--- src/rtl/pwp_pkg.sv ---
// package: register map, field layout and reset values of the write-protect block
package pwp_pkg;
   localparam int ADDR_W = 4;
   localparam int DATA_W = 32;
   localparam logic [ADDR_W-1:0] OFS_CLEAR = 4'h0;
   localparam logic [ADDR_W-1:0] OFS_SET = 4'h4;
   // group 0 flag positions
   localparam int G0_EXT_IRQ = 6;
   localparam int G0_RT_COUNTER = 5;
   localparam int G0_WATCHDOG = 4;
   localparam int G0_CLOCK_GEN = 3;
   localparam int G0_SYS_CTRL = 2;
   localparam int G0_POWER_MGR = 1;
   localparam logic [DATA_W-1:0] G0_MASK = 32'h0000007E;
   localparam logic [DATA_W-1:0] G0_RESET = 32'h00000000;
   // group 1 flag positions
   localparam int G1_TRACE_BUF = 6;
   localparam int G1_IO_PORT = 3;
   localparam int G1_FLASH_CTRL = 2;
   localparam int G1_DEBUG_SVC = 1;
   localparam logic [DATA_W-1:0] G1_MASK = 32'h0000004E;
   localparam logic [DATA_W-1:0] G1_RESET = 32'h00000002;

   typedef struct packed {
      logic sel;
      logic write;
      logic [ADDR_W-1:0] addr;
      logic [DATA_W-1:0] wdata;
   } pwp_req_t;

   typedef struct packed {
      logic ready;
      logic slverr;
      logic [DATA_W-1:0] rdata;
   } pwp_rsp_t;
endpackage : pwp_pkg

--- src/rtl/pwp_protect.sv ---
// module: per-peripheral write-protect flags for two peripheral groups
`timescale 1ns/1ps
// How it works
// - writing zero to a flag bit leaves that flag as it was
// - writing one to a clear register bit removes that peripheral's protection
// - a read returns 1 for protected, 0 for unprotected
// - group 0 clear register at 0x00, resets to 0x000000
// - group 0 bits: ext irq 6, rt counter 5, watchdog 4, clock 3, sysctl 2, power 1
// - group 1 clear register at 0x00, resets to 0x000002 (debug unit protected)
// - group 1 bits: trace 6, io port 3, flash 2, debug 1; others unused
// - group 1 set register at 0x04, same layout, reads 0x000002 after reset
// - a blocked flag drops writes to that peripheral on the same bridge
// - debugger accesses ignore protection and always pass

module pwp_protect
   import pwp_pkg::*;
(
   input wire logic clk,                   // bus clock, 200 MHz
   input wire logic rst_n,                 // synchronous reset, active low
   input wire pwp_req_t g0_req,            // group 0 register request
   input wire pwp_req_t g1_req,            // group 1 register request
   output pwp_rsp_t g0_rsp,                // group 0 response, registered
   output pwp_rsp_t g1_rsp,                // group 1 response, registered
   input wire logic [DATA_W-1:0] g0_pwr,   // group 0 per-peripheral write attempts
   input wire logic [DATA_W-1:0] g1_pwr,   // group 1 per-peripheral write attempts
   input wire logic dbg_access,            // access comes from the debugger
   output logic [DATA_W-1:0] g0_prot,      // group 0 protection flags
   output logic [DATA_W-1:0] g1_prot,      // group 1 protection flags
   output logic [DATA_W-1:0] g0_allow,     // group 0 write allowed per peripheral
   output logic [DATA_W-1:0] g1_allow      // group 1 write allowed per peripheral
);

   // ------------------------------------------------------------
   // flag state
   // ------------------------------------------------------------
   logic [DATA_W-1:0] next_g0_prot;
   logic [DATA_W-1:0] next_g1_prot;
   logic g0_wr;
   logic g1_wr;

   always_comb begin
      g0_wr = g0_req.sel && g0_req.write;
      g1_wr = g1_req.sel && g1_req.write;
      next_g0_prot = g0_prot;
      next_g1_prot = g1_prot;
      // group 0 has only the clear view in this map
      if (g0_wr && g0_req.addr == OFS_CLEAR) begin
         next_g0_prot = g0_prot & ~(g0_req.wdata & G0_MASK);
      end
      if (g1_wr && g1_req.addr == OFS_CLEAR) begin
         next_g1_prot = g1_prot & ~(g1_req.wdata & G1_MASK);
      end else if (g1_wr && g1_req.addr == OFS_SET) begin
         next_g1_prot = g1_prot | (g1_req.wdata & G1_MASK);
      end
   end

   always_ff @(posedge clk) begin
      if (!rst_n) begin
         g0_prot <= G0_RESET;
         g1_prot <= G1_RESET;
      end else begin
         g0_prot <= next_g0_prot;
         g1_prot <= next_g1_prot;
      end
   end

   // ------------------------------------------------------------
   // register read and response
   // ------------------------------------------------------------
   pwp_rsp_t next_g0_rsp;
   pwp_rsp_t next_g1_rsp;

   always_comb begin
      next_g0_rsp = '0;
      next_g1_rsp = '0;
      next_g0_rsp.ready = g0_req.sel;
      next_g1_rsp.ready = g1_req.sel;
      // a write answers too, with the flags as they stood before it
      if (g0_req.sel) begin
         if (g0_req.addr == OFS_CLEAR) begin
            next_g0_rsp.rdata = g0_prot;
         end else begin
            next_g0_rsp.slverr = 1'b1;
         end
      end
      if (g1_req.sel) begin
         // both views return the one stored flag set
         if (g1_req.addr == OFS_CLEAR || g1_req.addr == OFS_SET) begin
            next_g1_rsp.rdata = g1_prot;
         end else begin
            next_g1_rsp.slverr = 1'b1;
         end
      end
   end

   always_ff @(posedge clk) begin
      if (!rst_n) begin
         g0_rsp <= '0;
         g1_rsp <= '0;
      end else begin
         g0_rsp <= next_g0_rsp;
         g1_rsp <= next_g1_rsp;
      end
   end

   // ------------------------------------------------------------
   // write gating toward the peripherals
   // ------------------------------------------------------------
   // registered so outputs come from flops; costs one cycle of latency
   logic [DATA_W-1:0] next_g0_allow;
   logic [DATA_W-1:0] next_g1_allow;

   always_comb begin
      next_g0_allow = g0_pwr & (dbg_access ? '1 : ~g0_prot);
      next_g1_allow = g1_pwr & (dbg_access ? '1 : ~g1_prot);
   end

   always_ff @(posedge clk) begin
      if (!rst_n) begin
         g0_allow <= '0;
         g1_allow <= '0;
      end else begin
         g0_allow <= next_g0_allow;
         g1_allow <= next_g1_allow;
      end
   end

   // ------------------------------------------------------------
   // checks
   // ------------------------------------------------------------
   a_zero_keeps: assert property (@(posedge clk) disable iff (!rst_n)
      (g1_req.sel && g1_req.write && g1_req.wdata == '0) |=> g1_prot == $past(g1_prot))
      else $error("zero write changed group 1 flags");
   a_clear_bit: assert property (@(posedge clk) disable iff (!rst_n)
      (g0_req.sel && g0_req.write && g0_req.addr == OFS_CLEAR) |=> (g0_prot & $past(g0_req.wdata)) == '0)
      else $error("clear left a group 0 flag set");
   a_read_flags: assert property (@(posedge clk) disable iff (!rst_n)
      (g0_req.sel && !g0_req.write && g0_req.addr == OFS_CLEAR) |=> g0_rsp.rdata == $past(g0_prot))
      else $error("group 0 read does not show flags");
   a_g0_unused: assert property (@(posedge clk) disable iff (!rst_n)
      (g0_prot & ~G0_MASK) == '0)
      else $error("unused group 0 bit set");
   a_g1_unused: assert property (@(posedge clk) disable iff (!rst_n)
      (g1_prot & ~G1_MASK) == '0)
      else $error("unused group 1 bit set");
   a_reset_value: assert property (@(posedge clk) !rst_n |=> g1_prot == G1_RESET && g0_prot == G0_RESET)
      else $error("wrong reset flags");
   a_set_bit: assert property (@(posedge clk) disable iff (!rst_n)
      (g1_req.sel && g1_req.write && g1_req.addr == OFS_SET) |=> (($past(g1_req.wdata) & G1_MASK) & ~g1_prot) == '0)
      else $error("set did not protect");
   a_views_same: assert property (@(posedge clk) disable iff (!rst_n)
      (g1_req.sel && !g1_req.write && g1_req.addr == OFS_SET) |=> g1_rsp.rdata == $past(g1_prot))
      else $error("set view differs from flags");
   a_block_write: assert property (@(posedge clk) disable iff (!rst_n)
      !dbg_access |=> (g1_allow & $past(g1_prot)) == '0)
      else $error("protected write passed");
   a_dbg_bypass: assert property (@(posedge clk) disable iff (!rst_n)
      dbg_access |=> g0_allow == $past(g0_pwr))
      else $error("debugger write blocked");

   // ------------------------------------------------------------
   // checks on both groups, the bus answer and the gate
   // ------------------------------------------------------------
   // group 0 flags reset to zero and can only fall, so its gate checks always see open bits
   a_g0_zero_keeps: assert property (@(posedge clk) disable iff (!rst_n)
      (g0_req.sel && g0_req.write && g0_req.wdata == '0) |=> g0_prot == $past(g0_prot))
      else $error("zero write changed group 0 flags");
   a_set_keeps: assert property (@(posedge clk) disable iff (!rst_n)
      (g1_req.sel && g1_req.write && g1_req.addr == OFS_SET)
      |=> (g1_prot & ~$past(g1_req.wdata)) == ($past(g1_prot) & ~$past(g1_req.wdata)))
      else $error("set write touched a flag written as zero");
   a_g1_clear_bit: assert property (@(posedge clk) disable iff (!rst_n)
      (g1_req.sel && g1_req.write && g1_req.addr == OFS_CLEAR) |=> (g1_prot & $past(g1_req.wdata)) == '0)
      else $error("clear left a group 1 flag set");
   a_g1_read_flags: assert property (@(posedge clk) disable iff (!rst_n)
      (g1_req.sel && !g1_req.write && g1_req.addr == OFS_CLEAR) |=> g1_rsp.rdata == $past(g1_prot))
      else $error("group 1 read does not show flags");
   a_g0_offset: assert property (@(posedge clk) disable iff (!rst_n)
      (g0_req.sel && g0_req.addr != OFS_CLEAR) |=> g0_rsp.slverr && g0_prot == $past(g0_prot))
      else $error("group 0 answered outside its register");
   a_g1_offset: assert property (@(posedge clk) disable iff (!rst_n)
      (g1_req.sel && g1_req.addr != OFS_CLEAR && g1_req.addr != OFS_SET)
      |=> g1_rsp.slverr && g1_prot == $past(g1_prot))
      else $error("group 1 answered outside its registers");
   a_write_rdata: assert property (@(posedge clk) disable iff (!rst_n)
      (g1_req.sel && g1_req.write && g1_req.addr == OFS_SET) |=> g1_rsp.rdata == $past(g1_prot))
      else $error("set view answer differs from flags");

   // the answer is a single-cycle pulse; a held select would read as a second access
   a_ready_g0: assert property (@(posedge clk) disable iff (!rst_n)
      g0_req.sel |=> g0_rsp.ready)
      else $error("group 0 access not answered");
   a_ready_g1: assert property (@(posedge clk) disable iff (!rst_n)
      g1_req.sel |=> g1_rsp.ready)
      else $error("group 1 access not answered");
   a_pulse_g0: assert property (@(posedge clk) disable iff (!rst_n)
      !g0_req.sel |=> !g0_rsp.ready)
      else $error("group 0 answer without access");
   a_pulse_g1: assert property (@(posedge clk) disable iff (!rst_n)
      !g1_req.sel |=> !g1_rsp.ready)
      else $error("group 1 answer without access");

   // the debugger bypass only opens the gate; the flags themselves are untouched
   a_g0_block: assert property (@(posedge clk) disable iff (!rst_n)
      !dbg_access |=> (g0_allow & $past(g0_prot)) == '0)
      else $error("protected group 0 write passed");
   a_gate_exact: assert property (@(posedge clk) disable iff (!rst_n)
      !dbg_access |=> g1_allow == ($past(g1_pwr) & ~$past(g1_prot)))
      else $error("group 1 gate wrong");
   a_g0_gate_exact: assert property (@(posedge clk) disable iff (!rst_n)
      !dbg_access |=> g0_allow == ($past(g0_pwr) & ~$past(g0_prot)))
      else $error("group 0 gate wrong");
   a_g1_dbg_bypass: assert property (@(posedge clk) disable iff (!rst_n)
      dbg_access |=> g1_allow == $past(g1_pwr))
      else $error("debugger write blocked in group 1");

endmodule : pwp_protect

--- config.mk ---
export PLATFORM = sky130hd
export DESIGN_NAME = pwp_protect
export DESIGN_NICKNAME = d
export VERILOG_FILES = /design/src/rtl/pwp_pkg.sv /design/src/rtl/pwp_protect.sv
export SDC_FILE = /design/constraint.sdc
export NUM_CORES = 1
export LEC_CHECK = 0
export BUFFER_PORTS_ARGS = -buffer_cell sky130_fd_sc_hd__buf_2
export CAP_MARGIN = 20
export CELL_PAD_IN_SITES_DETAIL_PLACEMENT = 1
export CELL_PAD_IN_SITES_GLOBAL_PLACEMENT = 2
export CORE_MARGIN = 10
export CORE_UTILIZATION = 18
export CTS_CLUSTER_SIZE = 8
export DETAILED_ROUTE_END_ITERATION = 6
export PLACE_DENSITY = 0.85
export SLEW_MARGIN = 25
export SYNTH_ARGS = -nofsm -noshare
export SYNTH_HDL_FRONTEND = slang
export SYNTH_SLANG_ARGS = --single-unit
export TNS_END_PERCENT = 10
--- constraint.sdc ---
create_clock -name clk -period 1.11 [get_ports clk]
set_input_delay 0.111 -clock clk [delete_from_list [all_inputs] [get_ports clk]]
set_output_delay 0.111 -clock clk [all_outputs]
set_load 0.02 [all_outputs]
# ---- Yosys cells after proc, flatten, opt, wreduce, memory -nomap -nowiden
# Index checks and enable logic that the tools add are counted.
dict set report classes {
  eq_ne 1
  muxes 6
  n_bitwise 9
  n_reduce_logical 13
}
# op n
set op_table {}
lappend op_table {{$and A32 B32 Y32} 4}
lappend op_table {{$mux W32} 4}
lappend op_table {{$not A32 Y32} 2}
lappend op_table {{$not A7 Y32} 2}
lappend op_table {{$or A32 B7 Y32} 1}
lappend op_table {{$logic_not A4 Y1} 2}
lappend op_table {{$reduce_and A3 Y1} 2}
lappend op_table {{$logic_and A1 B1 Y1} 5}
lappend op_table {{$eq A4 B3 Y1 const B} 1}
lappend op_table {{$reduce_and A2 Y1} 2}
lappend op_table {{$mux W1} 2}
lappend op_table {{$reduce_bool A2 Y1} 1}
lappend op_table {{$logic_or A1 B1 Y1} 1}
dict set report totals {
  reg_bits 196
  input_bits 143
}

# ---- Depth between registers and ports, before layout
# Gate-level depths: netlist of the first run.
dict set report depth {
  ltp_word 4
  depth_mapped 4
  mapped_depth_nobuf 3
}

# ---- Worst setup path before layout of the first run
# No wires, ideal clock.
dict set report synth_timing {
  kind {input port to flip-flop}
  from {in g0_req[33] in the netlist's numbering}
  to {reg g0_prot[1]}
  setup_time_ns 0.116
  t_arrival_ns 0.800
  t_required_ns 0.994
  slack_ns 0.195
  cell_stages 4
  cell_sequence {nor4_4 -> and3_1 -> buf_4 -> a21oi_1}
}
dict set report synth_between {
  elab_chain_cells 2
}
# element line
set synth_rtl {}
lappend synth_rtl {{start, declared} pwp_protect.sv:20} ;# input wire pwp_req_t g0_req,
lappend synth_rtl {{$logic_not A4 Y1} pwp_protect.sv:47} ;# if (g0_wr && g0_req.addr == OFS_CLEAR) begin
lappend synth_rtl {{$logic_and A1 B1 Y1} pwp_protect.sv:47}
lappend synth_rtl {{end signal, assigned} pwp_protect.sv:62} ;# g0_prot <= next_g0_prot;
lappend synth_rtl {{end, declared} pwp_protect.sv:27} ;# output logic [DATA_W-1:0] g0_prot,
# No other way between the ends.
# A chain may end at the register's enable or synchronous reset.

# ---- Worst setup path after layout of the first run
dict set report layout_timing {
  from {reg g0_prot[2]}
  to {out g0_prot[2]}
}
# No word-level cell between the ends.

==> results of run 1 <==
[cell usage after synthesis]
library cell,instances,area share (%)
a21boi_0,1,0.23
a21oi_1,16,2.4
and2_0,1,0.19
and2_1,55,10
and2b_1,1,0.23
and3_1,6,1.1
and3_2,6,1.4
buf_2,3,0.45
buf_4,109,25
clkbuf_1,6,0.68
clkinv_1,1,0.11
conb_1,1,0.11
dfxtp_1,88,53
mux2i_1,3,0.90
nand2_1,20,2.3
nand3_1,1,0.15
nand3b_1,1,0.23
nand4_1,3,0.56
nor2b_1,1,0.19
nor3_4,1,0.49
nor4_4,1,0.64
[path summary, 6_finish.rpt]
| check | endpoint | depth (start not counted) | from |
|---|---|---|---|
| max | g0_prot[2] | 1 | g0_prot[2] |
| min | g1_allow[1] | 3 | g1_pwr[1] |
| max reg2reg | register | 2 | register |
| min reg2reg | g0_prot[4] | 2 | g0_prot[4] |
[cells by family (layout without fill, tap and decap cells)]
kind of cell           Yosys count  count (layout)
and+or+nand+nor                 97              97
buffers and inverters          119             263
AOI/OAI and AO/OA               17              17
other                            1             109
DFF                             88              88
muxes                            3               3
[metal layers]
layer,wire length (µm),up-vias,track usage (%)
li1,-,1296,-
met1,4680,1250,9.80
met2,6450,178,17.9
met3,1370,15,4.49
met4,238,0,4.36
met5,0,-,0
[registers in the layout, summed over array words and instances, names as in the netlist, named ones only]
register	count
g1_rsp	6
g0_allow	32
g1_allow	32
g0_prot	6
g0_rsp	8
[where the power goes]
group          internal, µW  switching [µW]  leakage, µW
combinational           424             772      0.00177
clock                  2190            1290     0.000163
sequential             3290            31.8     0.000729
[final cells by class]
class | count | area, µm²
diodes | 1 | 2.50
flip-flops and latches | 88 | 1770
clock inverters | 5 | 104
clock buffers | 10 | 229
inverters | 1 | 3.75
multi-input cells | 225 | 1110
repair buffers | 247 | 1570
well taps | 229 | 287
fillers | 2146 | 13000
[metrics by stage]
| stage | total power [µW] | hold WS (ns) |
|---|---|---|
| after CTS | 8140 | 0.0000880 |
| after detailed placement | 4390 | 0.291 |
| after global routing | 8440 | 0.00294 |
| after global placement | 4370 | 0.282 |
| final | 8000 | 0.0153 |
| after floorplan | 4310 | 0.199 |
[what timing repair did]
item / in CTS / in global routing
endpoints found under the setup margin: 1 / 4
hold endpoints to repair: 63 / 0
buffers inserted: 0 / 0
pin swaps: 0 / 0
gates resized for setup: 1 / 4
hold buffers: 63 / 0
[cell usage in the layout (no fill, tap or decap), drive strengths merged]
cell type	synthesis	final
buf	112	184
conb	1	108
dfxtp	88	88
dlygate4sd3	0	63
and2	56	56
nand2	20	20
a21oi	16	16
and3	12	12
clkbuf	6	10
nand4	3	3
mux2i	3	3
bufinv	0	3
clkinv	1	2
diode	0	1
nor3	1	1
a21boi	1	1
nand3	1	1
nand3b	1	1
nor4	1	1
and2b	1	1
nor2b	1	1
inv	0	1
[worst min-delay path: stages]
cell and delay, ns:
buf_2 0.10, nand2_1 0.06, a21oi_1 0.04
==> metrics.yaml, run 1 <==
synthAdderAreaFrac_pct: 0
drc: 0
syn_avg_cell_area_um2: 10.3
firstDrtPassIters: 2
synth_compound_area_share_pct: 2.63
cts.clk_slew.worst_paths_ns: 0.06
max_freq_mhz: 965
synth_top_family_by_area: "buffers and inverters"
ant_nets: 0
dp_slack_ns: -0.00874
cp_slowest_cell: "dfxtp_1"
numPortBuffers: 176
slew_viol_final: 0
nNetsFinal: 715
crit_path_max_incr_delay_ns: 0.38
fin_setup_tns_ns: 0
post_synth_num_cell_types: 21
start_util_pct: 18.4
powerDensity_nw_per_um2: 1580
finClkSkew_ns: 0.00872
yosysWarningCount: 0
fp.dieW_um: 156
crit_chain: "buf_2"
final_area_um2: 5080
ys_seq_elements: 88
hp-class: "input pin to register"
wl_per_cell_um: 15.8
synthMuxAreaShare_pct: 0.901
status: "finished clean"
leakage_uw: 0.00266
cts_buffer_depth: 2
routed_via_density: 3.40
clkLatencyLatePin_ns: 0.34
netlist_area_um2: 3330
synth_xor_area_share_pct: 0
layout_worst_path_cycle_share_pct: 93.3
final_cells: 806
dpl.hpwl_mm: 9.61
synthSimpleGateAreaFrac_pct: 17.7
synthToLayoutAreaGrowth_pct: 52.4
place_area_um2: 4110
wl_mm: 12.7
setup_viol: 0
crit_buf_inv: 1
grt_max_degree: 24
fp.dieArea_um2: 24400
synthCells: 325
cts_htree_levels: 3
crit_family: "flip-flops"
cp.required_ns: 1.00
startpoint_type: "register"
fin_crit_ns: 1.04
fp.dieH_um: 156
critPathKind: "register to output pin"
cts_sinks: 88
vdd_ir_drop_max_mv: 0.608
cts_buffers: 9
grt_pass1_vias: 3203
final_core_util_pct: 28.1
antenna_found_initial: 1
rsz0062_at_grt: "no"
io_pins: 339
grt_pass1_wl_mm: 18.6
place.gp.congestion: 0.741
grt_use_total_pct: 10.0
core_area_um2: 18100
arrival_ns: 0.92
setup.reg_to_reg.worst_slack_ns: 0.35
hold_violations: 0
cts_tree: "done"
end_kind: "output pin"
fin_ws_ns: 0.0742
yosysSeqAreaShare_pct: 52.9
num_rows: 49
numPlacedInstances: 727
drtIter0Drc: 34
via_count: 2739
drive_above_1_share_pct: 36.6
grt-ovfl-total: 0
cap_violations: 0
root_buffer: "clkbuf_16"
cp_max_fo: 4
No activity file was read; power rests on OpenSTA's default activity.
==> inputs of run 2 (changes only) <==
--- a/config.mk
+++ b/config.mk
@@ -5,7 +5,7 @@
 export SDC_FILE = /design/constraint.sdc
 export NUM_CORES = 1
 export LEC_CHECK = 0
-export BUFFER_PORTS_ARGS = -buffer_cell sky130_fd_sc_hd__buf_2
+export BUFFER_PORTS_ARGS = -buffer_cell sky130_fd_sc_hd__buf_4
 export CAP_MARGIN = 20
 export CELL_PAD_IN_SITES_DETAIL_PLACEMENT = 1
 export CELL_PAD_IN_SITES_GLOBAL_PLACEMENT = 2
==> metrics.yaml, run 2 (synthesized netlist as in run 1, its figures left out) <==
ant_nets: 0  # unchanged
powerDensity_nw_per_um2: 1470  # -6.5%
cp.required_ns: 1.00  # about the same
via_count: 2741  # +0.073%
cap_violations: 0  # unchanged
antenna_found_initial: 0  # -1
grt_use_total_pct: 10.1  # +0.065 points
vdd_ir_drop_max_mv: 0.635  # +4.4%
cts_buffers: 9  # unchanged
rsz0062_at_grt: "no"
max_freq_mhz: 955  # -1.1%
critPathKind: "register to output pin"
crit_path_max_incr_delay_ns: 0.41  # +0.03 ns
fin_hold_ws_ns: 0.0145  # -0.000793 ns
final_common_cell: "buf_4"
drc: 0  # unchanged
nNetsFinal: 716  # +0.14%
fp.dieArea_um2: 24400  # unchanged
fin_total_pwr_uw: 8140  # +1.8%
setup_viol: 0  # unchanged
fillers: 2080  # -3.1%
cp_max_fo: 4  # unchanged
layout_worst_path_cycle_share_pct: 94.4  # +1.1 points
routed_via_density: 3.40  # about the same
cts_sinks: 88  # unchanged
crit_chain: "buf_4"
cts_setup_buffers: 0  # unchanged
firstDrtPassIters: 4  # +2
end_kind: "output pin"
cts_buffer_depth: 2  # unchanged
wl_per_cell_um: 16.0  # +1.1%
hp-class: "input pin to register"
place.gp.congestion: 0.703  # -5.1%
fp.dieH_um: 156  # unchanged
cts_htree_levels: 3  # unchanged
grt-ovfl-total: 0  # unchanged
cts.clk_slew.worst_paths_ns: 0.08  # +0.02 ns
grt_max_degree: 24  # unchanged
final_cell_mix: "buf_4 (183), conb_1 (108), dfxtp_1 (85)"
status: "finished clean"
finClkSkew_ns: 0.0101  # +0.00139 ns
fp.dieW_um: 156  # unchanged
slew_viol_final: 0  # unchanged
arrival_ns: 0.94  # +0.02 ns
io_pins: 339  # unchanged
numPortBuffers: 176  # unchanged
drtIter0Drc: 43  # +26%
wl_mm: 12.9  # +1.3%
clkLatencyLatePin_ns: 0.35  # about the same
grt_pass1_wl_mm: 18.7  # +0.55%
leakage_uw: 0.00276  # +3.8%
fin_setup_tns_ns: 0  # unchanged
root_buffer: "clkbuf_16"
top_regs: "g0_allow x32, g1_allow x32, g0_rsp x8"
antenna_cells: 0  # -1
min_from: "g1_req[34]"
cp_slowest_cell: "dfxtp_1"
dpl.hpwl_mm: 9.64  # +0.31%
final_core_util_pct: 30.6  # +2.5 points
num_rows: 49  # unchanged
crit_buf_inv: 1  # unchanged
grt_pass1_vias: 3193  # -0.31%
drive_above_1_share_pct: 36.3  # -0.30 points
hold_violations: 0  # unchanged
cts_tree: "done"
fin_crit_ns: 1.05  # +0.0117 ns
crit_family: "flip-flops"
core_area_um2: 18100  # unchanged
synthToLayoutAreaGrowth_pct: 65.9
start_util_pct: 18.4  # unchanged
startpoint_type: "register"
-- run 2: area by class of cell --
| cell class | count | area, µm² | area share [%] |
|---|---|---|---|
| Timing Repair Buffer | 248 | 2020 | 36.6 |
| Sequential cell | 88 | 1770 | 31.9 |
| Multi-Input combinational cell | 225 | 1110 | 20.1 |
| Tap cell | 229 | 287 | 5.18 |
| Clock buffer | 10 | 239 | 4.32 |
| Clock inverter | 6 | 96.3 | 1.74 |
| Inverter | 1 | 3.75 | 0.0679 |
-- run 2: path summary, 6_finish.rpt --
check	endpoint	cells past startpoint	slack [ns]
worst min-delay path	register	3	0.01
worst max register to register	register	2	0.36
worst max-delay path	g1_prot[6]	1	0.06
worst min register to register	g0_prot[5]	2	0.47
-- run 2: metal layers --
| layer | part of all wire (%) | global-route usage (%) | wire [µm] | vias to the layer above |
|---|---|---|---|---|
| met2 | 51 | 18.1 | 6550 | 179 |
| li1 | - | - | - | 1296 |
| met3 | 9.3 | 4.11 | 1200 | 14 |
| met4 | 1.9 | 4.45 | 245 | 0 |
| met5 | 0 | 0 | 0 | - |
| met1 | 38 | 10.0 | 4900 | 1252 |
-- run 2: stage by stage --
step           area (µm²)  cells  setup slack [ns]
2_1_floorplan        3730    432             0.195
3_3_place_gp         4540    726            0.0824
3_5_place_dp         4540    726            0.0790
4_1_cts              5530    807           0.00342
5_1_grt              5530    807           0.00664
6_report             5530    807            0.0625
-- run 2: repair_timing --
item                                    CTS  global route
hold buffers                             65             0
endpoints found under the setup margin    1             2
gates resized for setup                   1             2
endpoints found under the hold margin    65             0
-- run 2: report_power, final --
part | internal [µW] | switching [µW]
Sequential | 3290 | 38.6
Clock | 2070 | 1380
Combinational | 581 | 781
==> inputs of run 3 (changes only) <==
--- a/config.mk
+++ b/config.mk
@@ -9,6 +9,7 @@
 export CAP_MARGIN = 20
 export CELL_PAD_IN_SITES_DETAIL_PLACEMENT = 1
 export CELL_PAD_IN_SITES_GLOBAL_PLACEMENT = 2
+export CORE_ASPECT_RATIO = 0.9
 export CORE_MARGIN = 10
 export CORE_UTILIZATION = 18
 export CTS_CLUSTER_SIZE = 8
==> metrics.yaml, run 3 (synthesized netlist as in run 1, its figures left out) <==
firstDrtPassIters: 4  # unchanged
crit_buf_inv: 1  # unchanged
fp.dieH_um: 149  # -4.5%
layout_worst_path_cycle_share_pct: 93.7  # -0.70 points
cts_buffers: 9  # unchanged
numPortBuffers: 176  # unchanged
grt_use_total_pct: 9.77  # -0.30 points
fillers: 2124  # +2.1%
wl_per_cell_um: 15.1  # -5.8%
fin_crit_ns: 1.04  # -0.00774 ns
multi_input_area_um2: 1110  # unchanged
slew_viol_final: 0  # unchanged
leakage_uw: 0.00274  # -0.70%
nNetsFinal: 719  # +0.42%
fin_hold_ws_ns: 0.0336  # +0.0192 ns
grt_pass1_wl_mm: 18.1  # -3.2%
numPlacedInstances: 740  # +1.9%
end_kind: "output pin"
crit_family: "flip-flops"
cp.required_ns: 1.00  # about the same
hp-class: "input pin to register"
cts.clk_slew.worst_paths_ns: 0.06  # -0.02 ns
cp_max_fo: 4  # unchanged
hold_violations: 0  # unchanged
cts_htree_levels: 3  # unchanged
wl_mm: 12.5  # -3.3%
critPathKind: "register to output pin"
drive_above_1_share_pct: 35.3  # -1.0 points
io_pins: 339  # unchanged
top_regs: "g0_allow x32, g1_allow x32, g0_rsp x8"
antenna_found_initial: 2  # +2
max_freq_mhz: 962  # +0.74%
cp_slowest_cell: "dfxtp_1"
ant_nets: 0  # unchanged
rsz0062_at_grt: "no"
crit_chain: "buf_4"
grt_pass1_vias: 3157  # -1.1%
startpoint_type: "register"
cts_sinks: 88  # unchanged
arrival_ns: 0.93  # about the same
grt_max_degree: 28  # +17%
drtIter0Drc: 81  # +88%
dpl.hpwl_mm: 9.44  # -2.1%
root_buffer: "clkbuf_16"
setup_viol: 0  # unchanged
cap_violations: 0  # unchanged
powerDensity_nw_per_um2: 1380  # -6.2%
fin_setup_tns_ns: 0  # unchanged
place.gp.congestion: 0.720  # +2.3%
core_area_um2: 18300  # +1.1%
via_count: 2713  # -1.0%
crit_path_max_incr_delay_ns: 0.41  # about the same
synthToLayoutAreaGrowth_pct: 66.0  # about the same
whs_path_depth: 3  # unchanged
vdd_ir_drop_max_mv: 0.662  # +4.3%
status: "finished clean"
drc: 0  # unchanged
fp.dieW_um: 163  # +4.7%
final_cells: 828  # +2.6%
clkLatencyLatePin_ns: 0.34  # about the same
finClkSkew_ns: 0.00909  # -0.00103 ns
final_cell_mix: "buf_4 (181), conb_1 (108), dfxtp_1 (87)"
cts_tree: "done"
setup.reg_to_reg.worst_slack_ns: 0.34  # -0.02 ns
final_common_cell: "buf_4"
seqCellArea_um2: 1760  # -0.14%
cts_buffer_depth: 2  # unchanged
min_from: "g1_req[34]"
grt-ovfl-total: 0  # unchanged
start_util_pct: 18.2  # -0.20 points
r2r_cells: 2  # unchanged
fp.dieArea_um2: 24400  # about the same
fin_total_pwr_uw: 7640  # -6.1%
num_rows: 47  # -4.1%
routed_via_density: 3.28  # -3.5%
run 3: worst max-delay path by stage:
stage | end | slack (ns) | cells past startpoint
6_report | g1_prot[1] | 0.07 | 1
4_1_cts | g1_prot[1] | 0.004 | 1
3_5_place_dp | g0_prot[3] | -0.003 | 4
2_1_floorplan | g0_prot[1] | 0.19 | 4
3_3_place_gp | g0_prot[2] | -0.0009 | 4
5_1_grt | g1_prot[1] | 0.003 | 1
run 3: metal layers:
layer | GRT usage [%] | vias to the layer above | part of all wire, %
li1 | - | 1307 | -
met1 | 10.0 | 1237 | 38
met2 | 17.1 | 163 | 51
met3 | 5.16 | 6 | 10
met4 | 2.52 | 0 | 0.83
met5 | 0 | - | 0
run 3: worst min-delay path, cell delays in order:
cell	delay (ns)
buf_4	0.09
nand3_1	0.06
nand3b_1	0.08
run 3: final cells by class:
cell class | instances | area share [%]
clock buffers | 10 | 4.14
inverters | 1 | 0.0678
clock inverters | 6 | 0.950
flip-flops and latches | 88 | 31.9
diodes | 2 | 0.0905
repair buffers | 251 | 37.2
multi-input cells | 225 | 20.1
well taps | 245 | 5.54
run 3: timing repair:
item | 4_1_cts | 5_1_grt
endpoints found under the setup margin | 1 | 0
setup buffers | 0 | 0
resized for setup | 1 | 0
hold buffers | 69 | 1
endpoints found under the hold margin | 69 | 1
run 3: per-stage QoR:
step	worst slack, ns	utilization, %	instance area, µm²
2_1_floorplan	0.195	-	3730
3_3_place_gp	-0.000887	24.8	4540
3_5_place_dp	-0.00259	24.8	4540
4_1_cts	0.00448	30.2	5520
5_1_grt	0.00320	30.2	5530
6_report	0.0703	30.3	5530
run 3: where the power goes:
| part | leakage [µW] | switching (µW) | internal, µW | total [µW] |
|---|---|---|---|---|
| clock | 0.000132 | 1390 | 1560 | 2950 |
| sequential | 0.000728 | 39.3 | 3290 | 3330 |
| combinational | 0.00188 | 776 | 589 | 1370 |
| total | 0.00274 | 2210 | 5430 | 7640 |
